==> config.mk <==
export PLATFORM = sky130hd
export DESIGN_NAME = abx_exec
export DESIGN_NICKNAME = d
export VERILOG_FILES = /design/src/rtl/abx_pkg.sv /design/src/rtl/abx_exec.sv
export VERILOG_INCLUDE_DIRS = /design/src /design/src/rtl
export SDC_FILE = /design/constraint.sdc
export NUM_CORES = 1
export LEC_CHECK = 0
export BUFFER_PORTS_ARGS = -buffer_cell sky130_fd_sc_hd__buf_2
export CORE_ASPECT_RATIO = 0.8
export CORE_UTILIZATION = 25
export DETAILED_ROUTE_END_ITERATION = 12
export GPL_ROUTABILITY_DRIVEN = 0
export HOLD_SLACK_MARGIN = 0.06
export PLACE_DENSITY_LB_ADDON = 0.1
export SLEW_MARGIN = 20
export SYNTH_ARGS = -nofsm -noshare
export SYNTH_HDL_FRONTEND = slang
export SYNTH_SLANG_ARGS = --single-unit
==> constraint.sdc <==
create_clock -name clk -period 7.9 [get_ports clk]
set_clock_uncertainty 0.2 [all_clocks]
set_input_delay 0.395 -clock clk [delete_from_list [all_inputs] [get_ports clk]]
set_output_delay 0.395 -clock clk [all_outputs]
set_load 0.1 [all_outputs]
==> src/rtl/abx_consts.svh <==
// constants for the alu and branch execution unit
// assumes an 8-bit core with a 16-bit word-addressed program counter
`ifndef ABX_CONSTS_SVH
`define ABX_CONSTS_SVH

// flag register bit positions
`define ABX_FLAG_C        3'h0
`define ABX_FLAG_Z        3'h1
`define ABX_FLAG_N        3'h2
`define ABX_FLAG_V        3'h3
`define ABX_FLAG_S        3'h4
`define ABX_FLAG_H        3'h5
`define ABX_FLAG_RESET    8'h00

// operand constants
`define ABX_BYTE_ONES     8'hff
`define ABX_BYTE_ZERO     8'h00
`define ABX_WORD_ZERO     16'h0000

// cycle counts
`define ABX_CYC_NONE      2'h0
`define ABX_CYC_ONE       2'h1
`define ABX_CYC_TWO       2'h2
`define ABX_CYC_THREE     2'h3

// program counter advances, in words
`define ABX_PC_STEP       16'h0001
`define ABX_PC_SKIP_ONE   16'h0002
`define ABX_PC_SKIP_TWO   16'h0003

`endif

==> src/rtl/abx_pkg.sv <==
// types for the alu and branch execution unit
// assumes abx_consts.svh is included by the design file
package abx_pkg;

  // commands handed over by the decoder
  typedef enum logic [4:0] {
    abx_nop, abx_add, abx_add_carry, abx_word_pair_plus_imm,
    abx_minus_regs, abx_minus_immediate, abx_minus_regs_borrow, abx_minus_imm_borrow,
    abx_word_pair_minus_imm, abx_conjunction, abx_conjunction_imm, abx_disjunction,
    abx_disjunction_imm, abx_exclusive_disjunction, abx_set_mask_bits, abx_clear_mask_bits,
    abx_zero_sign_probe, abx_pc_relative_jump, abx_jump_via_pointer, abx_pc_relative_call,
    abx_call_via_pointer, abx_skip_on_equal, abx_compare_regs, abx_compare_regs_with_borrow,
    abx_compare_immediate, abx_skip_reg_bit_low, abx_skip_reg_bit_high, abx_skip_io_bit_low,
    abx_skip_io_bit_high, abx_branch_flag_high, abx_branch_flag_low, abx_branch_on_zero_flag
  } abx_cmd_t;

  // one decoded instruction with its fetched operands
  typedef struct packed {
    abx_cmd_t    cmd;           // operation
    logic [4:0]  dst;           // destination register (low register of a pair)
    logic [15:0] pc;            // address of this instruction
    logic [7:0]  rd_val;        // destination register contents
    logic [7:0]  rr_val;        // source register contents
    logic [7:0]  imm;           // immediate constant
    logic [15:0] pair_val;      // high:low register pair contents
    logic [15:0] z_ptr;         // z pointer pair contents
    logic [11:0] offset;        // signed relative offset
    logic [2:0]  flag_sel;      // flag register bit for branches
    logic [2:0]  bit_sel;       // bit for register or i/o bit tests
    logic [7:0]  io_val;        // addressed i/o register contents
    logic        next_two_word; // following instruction is two words long
  } abx_req_t;

  // result handed back at completion
  typedef struct packed {
    logic        wb_en;     // write result to register file
    logic        wb_pair;   // write both bytes of a pair
    logic [4:0]  wb_idx;    // destination register
    logic [15:0] wb_data;   // result, low byte alone unless wb_pair
    logic [15:0] pc_next;   // next program counter
    logic        push_en;   // push return address onto the stack
    logic [15:0] push_addr; // return address
  } abx_res_t;

  // sequencer states, gray coded along idle, wait, done
  typedef enum logic [1:0] {
    abx_st_idle = 2'b00,
    abx_st_wait = 2'b01,
    abx_st_done = 2'b11
  } abx_state_t;

endpackage : abx_pkg

==> src/rtl/abx_exec.sv <==
// alu, compare, skip and branch execution unit of an 8-bit core
// assumes a decoder that presents operands already read from the register file
//
// Contract
// - add and add-with-carry, one cycle, zcnvh
// - word pair plus constant, two cycles, zcnvs
// - subtract register or constant, one cycle, zcnvh
// - subtract with borrow, one cycle, zcnvh
// - word pair minus constant, two cycles, zcnvs
// - and, or, xor: one cycle, z n v
// - mask set ors, mask clear ands complement
// - zero sign probe ands register with itself
// - jumps: z pointer or relative, two cycles
// - calls: z pointer or relative, three cycles
// - skip on equal: pc plus two or three
// - compares set flags, store nothing, one cycle
// - register bit test skips following instruction
// - i/o bit test skips following instruction
// - flag branches: one cycle untaken, two taken
`timescale 1ns/1ps
`include "abx_consts.svh"

module abx_exec
  import abx_pkg::*;
(
  // clock and reset
  input  wire logic     clk,
  input  wire logic     rst_b,
  // instruction request
  input  wire logic     req_valid,
  output logic          req_ready,
  input  wire abx_req_t req,
  // completion
  output logic          done,
  output abx_res_t      res,
  output logic [7:0]    flags
);

  // ************************************************************
  // state
  // ************************************************************
  abx_state_t  state;       // sequencer state
  abx_state_t  next_state;
  logic [1:0]  cnt;         // wait cycles left after this one
  logic [1:0]  next_cnt;
  abx_res_t    next_res;    // result latched at acceptance
  logic [7:0]  next_flags;  // flags latched at acceptance

  // ************************************************************
  // datapath scratch
  // ************************************************************
  logic [7:0]  opb;         // second operand
  logic        cin;         // carry or borrow in
  logic [8:0]  sum9;        // byte sum with carry out
  logic [8:0]  dif9;        // byte difference with borrow out
  logic [7:0]  r8;          // byte result for flags
  logic [15:0] w16;         // word result
  logic [15:0] rel_pc;      // pc plus offset plus one
  logic [15:0] seq_pc;      // pc plus one
  logic [15:0] skip_pc;     // pc past the next instruction
  logic [1:0]  skip_cyc;    // cycles when skipping
  logic [1:0]  cyc;         // cycles of this instruction
  logic        skip;        // skip condition met
  logic        take;        // branch condition met
  logic        accept;      // request taken this cycle

  assign accept    = req_valid & req_ready;
  assign req_ready = (state != abx_st_wait);
  assign done      = (state == abx_st_done);

  // ************************************************************
  // shared operand and address arithmetic
  // ************************************************************
  always_comb begin
    // immediate forms take the constant as second operand
    unique case (req.cmd)
      abx_minus_immediate, abx_minus_imm_borrow, abx_conjunction_imm,
      abx_disjunction_imm, abx_set_mask_bits, abx_compare_immediate: begin
        opb = req.imm;
      end
      abx_clear_mask_bits: begin
        opb = `ABX_BYTE_ONES - req.imm;
      end
      abx_zero_sign_probe: begin
        opb = req.rd_val;
      end
      default: begin
        opb = req.rr_val;
      end
    endcase
    // carry enters only the carry and borrow forms
    cin = ((req.cmd == abx_add_carry) || (req.cmd == abx_minus_regs_borrow) ||
           (req.cmd == abx_minus_imm_borrow) || (req.cmd == abx_compare_regs_with_borrow))
          ? flags[`ABX_FLAG_C] : 1'b0;
    sum9    = {1'b0, req.rd_val} + {1'b0, opb} + {8'h00, cin};
    dif9    = {1'b0, req.rd_val} - {1'b0, opb} - {8'h00, cin};
    seq_pc  = req.pc + `ABX_PC_STEP;
    rel_pc  = req.pc + {{4{req.offset[11]}}, req.offset} + `ABX_PC_STEP;
    // a two word follower costs one more word and one more cycle
    skip_pc  = req.next_two_word ? req.pc + `ABX_PC_SKIP_TWO
                                 : req.pc + `ABX_PC_SKIP_ONE;
    skip_cyc = req.next_two_word ? `ABX_CYC_THREE : `ABX_CYC_TWO;
    // skip and branch conditions
    unique case (req.cmd)
      abx_skip_on_equal:     skip = (req.rd_val == req.rr_val);
      abx_skip_reg_bit_low:  skip = ~req.rr_val[req.bit_sel];
      abx_skip_reg_bit_high: skip = req.rr_val[req.bit_sel];
      abx_skip_io_bit_low:   skip = ~req.io_val[req.bit_sel];
      abx_skip_io_bit_high:  skip = req.io_val[req.bit_sel];
      default:               skip = 1'b0;
    endcase
    unique case (req.cmd)
      abx_branch_flag_high:    take = flags[req.flag_sel];
      abx_branch_flag_low:     take = ~flags[req.flag_sel];
      abx_branch_on_zero_flag: take = flags[`ABX_FLAG_Z];
      default:                 take = 1'b0;
    endcase
  end

  // ************************************************************
  // per-command result, flags and cycle count
  // ************************************************************
  always_comb begin
    next_res           = res;
    next_flags         = flags;
    r8                 = `ABX_BYTE_ZERO;
    w16                = `ABX_WORD_ZERO;
    cyc                = `ABX_CYC_ONE;
    if (accept) begin
      // default: no write, fall through to next word
      next_res.wb_en     = 1'b0;
      next_res.wb_pair   = 1'b0;
      next_res.wb_idx    = req.dst;
      next_res.wb_data   = `ABX_WORD_ZERO;
      next_res.pc_next   = seq_pc;
      next_res.push_en   = 1'b0;
      next_res.push_addr = seq_pc;
      unique case (req.cmd)
        // additions
        abx_add, abx_add_carry: begin
          r8 = sum9[7:0];
          next_res.wb_en = 1'b1;
          next_res.wb_data = {8'h00, r8};
          next_flags[`ABX_FLAG_C] = sum9[8];
          next_flags[`ABX_FLAG_H] = (req.rd_val[3] & opb[3]) | (opb[3] & ~r8[3]) |
                                    (~r8[3] & req.rd_val[3]);
          next_flags[`ABX_FLAG_V] = (req.rd_val[7] & opb[7] & ~r8[7]) |
                                    (~req.rd_val[7] & ~opb[7] & r8[7]);
          next_flags[`ABX_FLAG_N] = r8[7];
          next_flags[`ABX_FLAG_Z] = (r8 == `ABX_BYTE_ZERO);
        end
        // subtractions and compares share the borrow arithmetic
        abx_minus_regs, abx_minus_immediate, abx_minus_regs_borrow, abx_minus_imm_borrow,
        abx_compare_regs, abx_compare_regs_with_borrow, abx_compare_immediate: begin
          r8 = dif9[7:0];
          // compares drop the difference
          next_res.wb_en = (req.cmd != abx_compare_regs) &&
                           (req.cmd != abx_compare_regs_with_borrow) &&
                           (req.cmd != abx_compare_immediate);
          next_res.wb_data = {8'h00, r8};
          next_flags[`ABX_FLAG_C] = (~req.rd_val[7] & opb[7]) | (opb[7] & r8[7]) |
                                    (r8[7] & ~req.rd_val[7]);
          next_flags[`ABX_FLAG_H] = (~req.rd_val[3] & opb[3]) | (opb[3] & r8[3]) |
                                    (r8[3] & ~req.rd_val[3]);
          next_flags[`ABX_FLAG_V] = (req.rd_val[7] & ~opb[7] & ~r8[7]) |
                                    (~req.rd_val[7] & opb[7] & r8[7]);
          next_flags[`ABX_FLAG_N] = r8[7];
          // borrow forms keep zero only if it was already set
          if (cin || (req.cmd == abx_minus_regs_borrow) || (req.cmd == abx_minus_imm_borrow) ||
              (req.cmd == abx_compare_regs_with_borrow)) begin
            next_flags[`ABX_FLAG_Z] = (r8 == `ABX_BYTE_ZERO) & flags[`ABX_FLAG_Z];
          end else begin
            next_flags[`ABX_FLAG_Z] = (r8 == `ABX_BYTE_ZERO);
          end
        end
        // word pair arithmetic, two cycles
        abx_word_pair_plus_imm, abx_word_pair_minus_imm: begin
          cyc = `ABX_CYC_TWO;
          if (req.cmd == abx_word_pair_plus_imm) begin
            w16 = req.pair_val + {8'h00, req.imm};
            next_flags[`ABX_FLAG_C] = ~w16[15] & req.pair_val[15];
            next_flags[`ABX_FLAG_V] = ~req.pair_val[15] & w16[15];
          end else begin
            w16 = req.pair_val - {8'h00, req.imm};
            next_flags[`ABX_FLAG_C] = w16[15] & ~req.pair_val[15];
            next_flags[`ABX_FLAG_V] = req.pair_val[15] & ~w16[15];
          end
          next_res.wb_en   = 1'b1;
          next_res.wb_pair = 1'b1;
          next_res.wb_data = w16;
          next_flags[`ABX_FLAG_N] = w16[15];
          next_flags[`ABX_FLAG_Z] = (w16 == `ABX_WORD_ZERO);
          next_flags[`ABX_FLAG_S] = w16[15] ^ next_flags[`ABX_FLAG_V];
        end
        // logic family: carry untouched, overflow cleared
        abx_conjunction, abx_conjunction_imm, abx_disjunction, abx_disjunction_imm,
        abx_exclusive_disjunction, abx_set_mask_bits, abx_clear_mask_bits,
        abx_zero_sign_probe: begin
          if ((req.cmd == abx_disjunction) || (req.cmd == abx_disjunction_imm) ||
              (req.cmd == abx_set_mask_bits)) begin
            r8 = req.rd_val | opb;
          end else if (req.cmd == abx_exclusive_disjunction) begin
            r8 = req.rd_val ^ opb;
          end else begin
            r8 = req.rd_val & opb;
          end
          next_res.wb_en = 1'b1;
          next_res.wb_data = {8'h00, r8};
          next_flags[`ABX_FLAG_V] = 1'b0;
          next_flags[`ABX_FLAG_N] = r8[7];
          next_flags[`ABX_FLAG_Z] = (r8 == `ABX_BYTE_ZERO);
        end
        // jumps and calls, flags untouched
        abx_pc_relative_jump: begin
          cyc = `ABX_CYC_TWO;
          next_res.pc_next = rel_pc;
        end
        abx_jump_via_pointer: begin
          cyc = `ABX_CYC_TWO;
          next_res.pc_next = req.z_ptr;
        end
        abx_pc_relative_call, abx_call_via_pointer: begin
          cyc = `ABX_CYC_THREE;
          next_res.pc_next = (req.cmd == abx_call_via_pointer) ? req.z_ptr : rel_pc;
          next_res.push_en = 1'b1;
        end
        // skips, flags untouched
        abx_skip_on_equal, abx_skip_reg_bit_low, abx_skip_reg_bit_high,
        abx_skip_io_bit_low, abx_skip_io_bit_high: begin
          if (skip) begin
            cyc = skip_cyc;
            next_res.pc_next = skip_pc;
          end
        end
        // conditional branches, flags untouched
        abx_branch_flag_high, abx_branch_flag_low, abx_branch_on_zero_flag: begin
          if (take) begin
            cyc = `ABX_CYC_TWO;
            next_res.pc_next = rel_pc;
          end
        end
        default: begin
          cyc = `ABX_CYC_ONE;
        end
      endcase
    end
  end

  // ************************************************************
  // sequencer next state
  // ************************************************************
  always_comb begin
    next_state = state;
    next_cnt   = cnt;
    unique case (state)
      abx_st_idle, abx_st_done: begin
        if (accept) begin
          // single cycle work completes straight away
          next_state = (cyc == `ABX_CYC_ONE) ? abx_st_done : abx_st_wait;
          next_cnt   = cyc - `ABX_CYC_TWO;
        end else begin
          next_state = abx_st_idle;
        end
      end
      abx_st_wait: begin
        // hold for the remaining cycles of multi-cycle work
        if (cnt == `ABX_CYC_NONE) begin
          next_state = abx_st_done;
        end else begin
          next_cnt = cnt - `ABX_CYC_ONE;
        end
      end
      default: begin
        next_state = abx_st_idle;
      end
    endcase
  end

  // ************************************************************
  // registers
  // ************************************************************
  always_ff @(posedge clk or negedge rst_b) begin
    if (!rst_b) begin
      state <= abx_st_idle;
      cnt   <= `ABX_CYC_NONE;
      res   <= '0;
      flags <= `ABX_FLAG_RESET;
    end else begin
      state <= next_state;
      cnt   <= next_cnt;
      res   <= next_res;
      flags <= next_flags;
    end
  end

endmodule : abx_exec

==> metrics.md, run 1 <==
| Metric | Value |
|---|---|
| Reg2reg path depth | 12 |
| DR vias/cell | 5.16 |
| Number of iterations in the first detailed-routing pass | 7 |
| CTS tree | done |
| Sequential fraction of the synthesis area | a little over a fifth |
| Synth Register Bits | 66 |
| Post_cts resized | 0 |
| Status | completed |
| # clock sinks | 66 |
| Maximum vdd drop | 0.226 mV |
| P_leak | 4.28 nW |
| Post-placement cell count | 1549 |
| Layout cell share with drive strength beyond 1 | roughly 20% |
| Synthesis warning total | 0 |
| DRT antenna net count | 0 |
| Final period util | 71.8% |
| Register area | 1650 µm² |
| R2r setup slk | 4.28 ns |
| Start of the worst register-to-register path | flags[0] |
| Multi-input gate area | 5760 µm² |
| Final WL | 31.7 mm |
| Fillers | about 3300 |
| Sum Neg Setup Slack | 0 ns |
| Height of the die | 160 µm |
| Max incr delay on CP | 0.72 ns |
| Ant. Diodes | 0 |
| CP Capture Type | flop |
| Wire per inst | 20.2 µm |
| Num rows | 57 |
| Nets | 1346 |
| Syn Area/Cell | a little under 8 µm² |
| Synth Flop Type | dfrtp_1 |
| Hold Path Sink | res[20] |
| R2r endpoint | flags[1] |
| DR vias | between 8000 and 9000 |
| Max-slew violations | 0 |
| Grt total ovfl | 0 |
| Ys async rst share | 100% |
| Die width | 200 µm |
| Synthesized cell area | 7840 µm² |
| Initial detailed-routing violation count | between 500 and 600 |
| CTS buffer count | 9 |
| Area of the die | 32100 µm² |
| Final min period | ~5.7 ns |
| Pin count of the biggest net entering global routing | 67 |
| Synth area leaders | dfrtp_1, ha_1, nand2_1, xnor2_1, nor2_1 |
| IO Pins | 178 |
| Final core occ | between 30% and 40% |
| Hold path cells | 3 |
| Data required time at the worst endpoint | 7.91 ns |
| EDFF count, synth | 0 |
| Max Fclk | 0.176 GHz |
| Hold Fails Final Rpt | 0 |
| Most common cell after layout, fill and taps aside | buf_2 |
| Max-cap violation count | 0 |
| Remaining DRCs | 0 |
| Final Instance Count excl. Fillers | 1571 |
| First-pass GRT wire length | between 40 and 50 mm |
| Core area | 30600 µm² |
| CP cell instances | buf_2, xor2_1, a2bb2oi_1, o22ai_1, nor2_1, a21o_1, a221oi_1, inv_1, ha_1, inv_1, ha_1, and3_1, a211o_1, a21oi_1, xnor2_1, nor4_1, o41ai_1, o41ai_2 |
| Initial antenna violation count | 1 |
| Worst EP arrival | 5.68 ns |
| Synth Instances | around 1000 |
| Tightest Pin Transition | between 1 and 1.5 ns |
| Setup repair after global routing missed its margin | false |
| Total track usage | 20.1% |
| CTS root buf | clkbuf_16 |
| Min-delay src | req[30] |
| Area share of the largest cell type after synthesis | 21.1% |
| Vias in the first global route | 7756 |
| Initial Utilization | 25.6% |
| Synth area leader | dfrtp_1 |
| I/O Buffers | 175 |
| Htree depth | 3 |
| WS Path Type | input pin to flop |
| Total power | 2.56 mW |
| Critical path launch point type | input pin |
| Area grow syn2layout | 21.0% |
| Crit Path Max Fanout | 22 |
| Commonest cells after routing, fill and taps aside | buf_2, nand2_1, nor2_1, ha_1, inv_1 |
| Worst Hold Class | input pin to flop |
| Worst-case clock buffer depth | 2 |
| Clock-pin slew on the worst setup and hold paths | 0.06 ns |
| Endpoints failing setup | 0 |
| Synth unique cells | a little under 80 |
| Worst-skew pair later-pin latency | 0.36 ns |
| DP HPWL | 25.1 mm |
| Cell Pwr Density | 270 nW/µm² |
| Slowest-stage cell, CP | a221oi_1 |
| Worst slew margin | between 20 and 25% |
==> cell usage after synthesis (all sizes together), types with 15 or more instances <==
cell type / count
nor2: 88
nor3: 24
nand2: 111
xor2: 19
nand3: 23
a21oi: 62
buf: 15
o21ai: 58
nor2b: 16
a21o: 16
ha: 73
dfrtp: 66
nand2b: 16
inv: 72
xnor2: 43
clkbuf: 27
mux2i: 21
==> kinds of logic after synthesis <==
group	Yosys count	synth area share (%)
AO/OA/AOI/OAI	295	26.3
XOR/XNOR	62	6.93
adder cells (fa/ha/maj)	81	13.7
buffers and inverters	114	5.65
flip-flops	66	21.1
multiplexers	34	5.27
other	1	0.0478
AND/OR/NAND/NOR	343	21.1
==> stage by stage <==
stage,hold slack (ns),cell area [µm²],setup WS (ns)
global route,0.158,9480,1.81
detailed placement,0.261,9130,1.91
CTS,0.119,9480,2.26
finish,0.136,9480,2.23
floorplan,-0.101,7840,3.13
global placement,0.253,9130,2.04
==> final cells by class <==
cell class                 instances  share of cell area (%)
clock buffer                      12                    2.60
tap                              413                    5.45
sequential                        66                    17.4
inverter                          72                    2.85
multi-input combinational        817                    60.8
timing repair buffer             187                    10.4
clock inverter                     4                   0.541
==> how the worst max path moves through the flow <==
stage	start	end	slack (ns)	cells after the start
2_1_floorplan	req[108]	flags[1]	3.13	18
3_3_place_gp	req[104]	flags[1]	2.04	18
3_5_place_dp	req[104]	flags[1]	1.91	18
4_1_cts	req[104]	flags[1]	2.26	18
5_1_grt	req[108]	flags[1]	1.81	17
6_report	req[104]	flags[1]	2.23	18
==> timing repair <==
item,CTS,global route
hold buffers,6,0
buffers inserted,0,0
endpoints found under the hold margin,71,0
==> registers in the layout, summed over array words and instances (netlist names) <==
signal,flops
res,56
flags,6
cnt,2
state,2
==> routing by layer <==
| metal | global-route usage (%) | vias up | routed length (µm) |
|---|---|---|---|
| li1 | - | 3927 | - |
| met4 | 2.64 | 2 | 160 |
| met5 | 0 | - | 13 |
| met3 | 3.74 | 12 | 1740 |
| met2 | 27.0 | 232 | 12500 |
| met1 | 32.7 | 3941 | 17300 |
==> power breakdown <==
| part | leakage (nW) | total (mW) | switching [mW] | internal, mW |
|---|---|---|---|---|
| Clock | 0.143 | 0.429 | 0.175 | 0.254 |
| Combinational | 3.33 | 1.59 | 1.25 | 0.347 |
| Sequential | 0.809 | 0.533 | 0.0882 | 0.445 |
==> critical path: cells and delay by family <==
kind | cells | cell delay [ns]
XOR/XNOR | 2 | 0.51
AND/OR/NAND/NOR | 3 | 0.62
AO/OA/AOI/OAI | 8 | 2.84
buffers and inverters | 3 | 0.58
adder cells (fa/ha/maj) | 2 | 0.72
Note: power is estimated with default switching activity, not from simulation.
==> run 2: changes to the inputs <==
ABC_AREA = 1   (was not set)
clock period = 4.8 ns   (was 7.9 ns; I/O delays follow)
==> run 2 against run 1 <==
Against the previous run: final cell count increased by 29%; die area increased by 8.4%; via count increased by 17%.
==> metrics.md, run 2 <==
| Metric | Value |
|---|---|
| Status | completed |
| Post-Synth XOR/XNOR Area | ~5.6% |
| First-pass GRT wire length | 51.7 mm |
| Final Instance Count excl. Fillers | approximately 2000 |
| DRT antenna net count | 0 |
| Most frequent cell after synthesis | nand2_1 |
| Endpoints failing setup | 0 |
| CP Capture Type | flop |
| M1 GR Usage | between 30% and 40% |
| Register name with the most flops | res |
| DR vias/cell | between 4 and 5 |
| Wire per inst | 16.4 µm |
| Setup repair after global routing missed its margin | false |
| Post_cts resized | 0 |
| Post-placement cell count | 1996 |
| P_leak | 5.57 nW |
| CTS root buf | clkbuf_16 |
| Most used routing layer | met1 |
| Height of the die | 167 µm |
| Top cells by count, synth | nand2_1, inv_1, nor2_1 |
| Most common cell after layout, fill and taps aside | nand2_1 |
| Synth Flop Type | dfrtp_1 |
| Hold Fails Final Rpt | 0 |
| Max Fclk | 0.246 GHz |
| DP HPWL | 27.7 mm |
| Area grow syn2layout | 19.9% |
| Grt total ovfl | 0 |
| Synth Instances | between 1000 and 1500 |
| Total track usage | 19.0% |
| Nets | 1774 |
| IO Pins | 178 |
| Simple-gate portion of the synthesized area | 37.5% |
| Syn Area/Cell | between 6 and 7 µm² |
| Worst Hold Class | input pin to flop |
| Compound-gate portion of the synthesized area | 13.9% |
| Synth Area in Adders | 12.6% |
| I/O Buffers | 175 |
| Mux cell area share after synthesis | 0.118% |
| Worst-case clock buffer depth | 2 |
| Synth Register Bits | 66 |
| Final WL | 33.2 mm |
| Clock-pin slew on the worst setup and hold paths | 0.06 ns |
| Synthesis warning total | 0 |
| Max-cap violation count | 0 |
| EDFF count, synth | 0 |
| Layout cell share with drive strength beyond 1 | about 15% |
| Sum Neg Setup Slack | 0 ns |
| Internal power | 1.72 mW |
| Total power | 4.45 mW |
| Combinational share of power | about 66% |
| Sw Share | roughly three fifths |
| Synth area leader | dfrtp_1 |
| Final period util | 84.8% |
| Critical path launch point type | input pin |
| Commonest cells after routing, fill and taps aside | nand2_1, inv_1, buf_2, nor2_1, nand3_1 |
| Htree depth | 3 |
| GR Util met3 | 1.94% |
| Area share of the largest cell type after synthesis | between 10% and 20% |
| Die width | about 210 µm |
| Seq pwr share | 19.7% |
| Worst-skew pair later-pin latency | 0.34 ns |
| Max reg flops | 56 |
| Crit Path Max Fanout | 15 |
| DR vias | 9486 |
| Fillers | 3826 |
| Core area | 33600 µm² |
| CTS tree | done |
| Remaining DRCs | 0 |
| Setup Fix Bufs, Post-CTS | 0 |
| Ys async rst share | 100% |
| Num rows | 60 |
| Maximum vdd drop | 0.190 mV |
| Sequential fraction of the synthesis area | 19.4% |
| Hold_buf cts | 8 |
| WS Path Type | input pin to flop |
| Synth unique cells | 47 |
| Worst EP arrival | 4.15 ns |
| CTS buffer count | 9 |
| Initial detailed-routing violation count | approximately 640 |
| Initial Utilization | 25.4% |
| Psw | 2.74 mW |
| Synthesized cell area | 8510 µm² |
| # clock sinks | 66 |
| Final min period | roughly 4.1 ns |
| Largest family of logic cells by synthesized area | simple AND/OR/NAND/NOR gates |
| Area of the die | 34800 µm² |
| Pin count of the biggest net entering global routing | 67 |
| Initial antenna violation count | 1 |
| Cell Pwr Density | 437 nW/µm² |
| Data required time at the worst endpoint | around 4.9 ns |
| Synth area leaders | dfrtp_1, nand2_1, ha_1, inv_1, nand3_1 |
| Tightest Pin Transition | between 0.9 and 1 ns |
| Part of the power in the clock network | 14.7% |
| Vias in the first global route | 8875 |
| Max-slew violations | 0 |
| Biggest regs | res x56, flags x6 |
| Worst slew margin | 34.5% |
| Number of iterations in the first detailed-routing pass | 5 |
| Met2 Track Usage GR | 27.2% |
run 2: cell type report:
cell class | count | area (µm²) | share of cell area (%)
clock buffers | 11 | 233 | 2.28
multi-input cells | 1107 | 5940 | 58.2
flip-flops and latches | 66 | 1650 | 16.2
diodes | 1 | 2.50 | 0.0245
clock inverters | 5 | 53.8 | 0.528
well taps | 434 | 543 | 5.33
inverters | 210 | 788 | 7.73
repair buffers | 187 | 988 | 9.69
run 2: cell families after synthesis:
| logic type | after synthesis |
|---|---|
| compound gates | 212 |
| xor+xnor | 54 |
| fa+ha+maj | 81 |
| buf+inv | 239 |
| flops | 66 |
| mux | 1 |
| other cells | 1 |
| simple gates | 757 |
run 2: final timing paths:
kind	startpoint	to	slack, ns	cells past startpoint
max	req[108]	flags[1]	0.73	24
min	req[42]	res[32]	0.07	5
max reg2reg	flags[0]	flags[1]	1.67	17
min reg2reg	res[51]	res[51]	0.28	2
max in group asynchronous	rst_b	res[52]	3.42	2
min in group asynchronous	rst_b	res[49]	0.36	2
run 2: layer usage:
| metal | vias to the layer above | share of wire, % |
|---|---|---|
| met5 | - | 0.024 |
| met2 | 268 | 40 |
| li1 | 4862 | - |
| met1 | 4324 | 54 |
| met3 | 30 | 4.6 |
| met4 | 2 | 1.5 |
run 2: metrics by stage:
step | setup WS [ns] | instance area (µm²) | hold slack [ns] | utilization [%]
floorplan | 1.16 | 8510 | -0.256 | -
global placement | 0.423 | 9830 | 0.238 | 29.3
detailed placement | 0.426 | 9830 | 0.230 | 29.3
CTS | 0.746 | 10200 | 0.0619 | 30.4
global route | 0.259 | 10200 | 0.0826 | 30.4
finish | 0.731 | 10200 | 0.0686 | 30.4
run 2: worst max-delay path, stage by stage:
cell and delay, ns:
buf_2 0.24, inv_2 0.18, nand3_1 0.15, inv_1 0.06, nor3_2 0.16, nand2_2 0.15, inv_1 0.08, nand2_1 0.15
o21ai_0 0.43, inv_1 0.16, fa_1 0.42, inv_1 0.13, a31o_2 0.19, inv_1 0.05, fa_1 0.49, inv_1 0.04
nor4_1 0.23, and2_1 0.17, nand4_1 0.09, nor2_1 0.10, nor2_1 0.05, nand3_1 0.08, nand2_1 0.05, inv_1 0.05
run 2: power by group through the flow:
stage	Sequential, mW	Clock [mW]	Combinational (mW)
floorplan	2.20	0	0.935
global placement	0.883	0	2.93
detailed placement	0.884	0	2.92
CTS	0.876	0.675	2.93
global route	0.902	0.698	3.12
finish	0.876	0.653	2.92
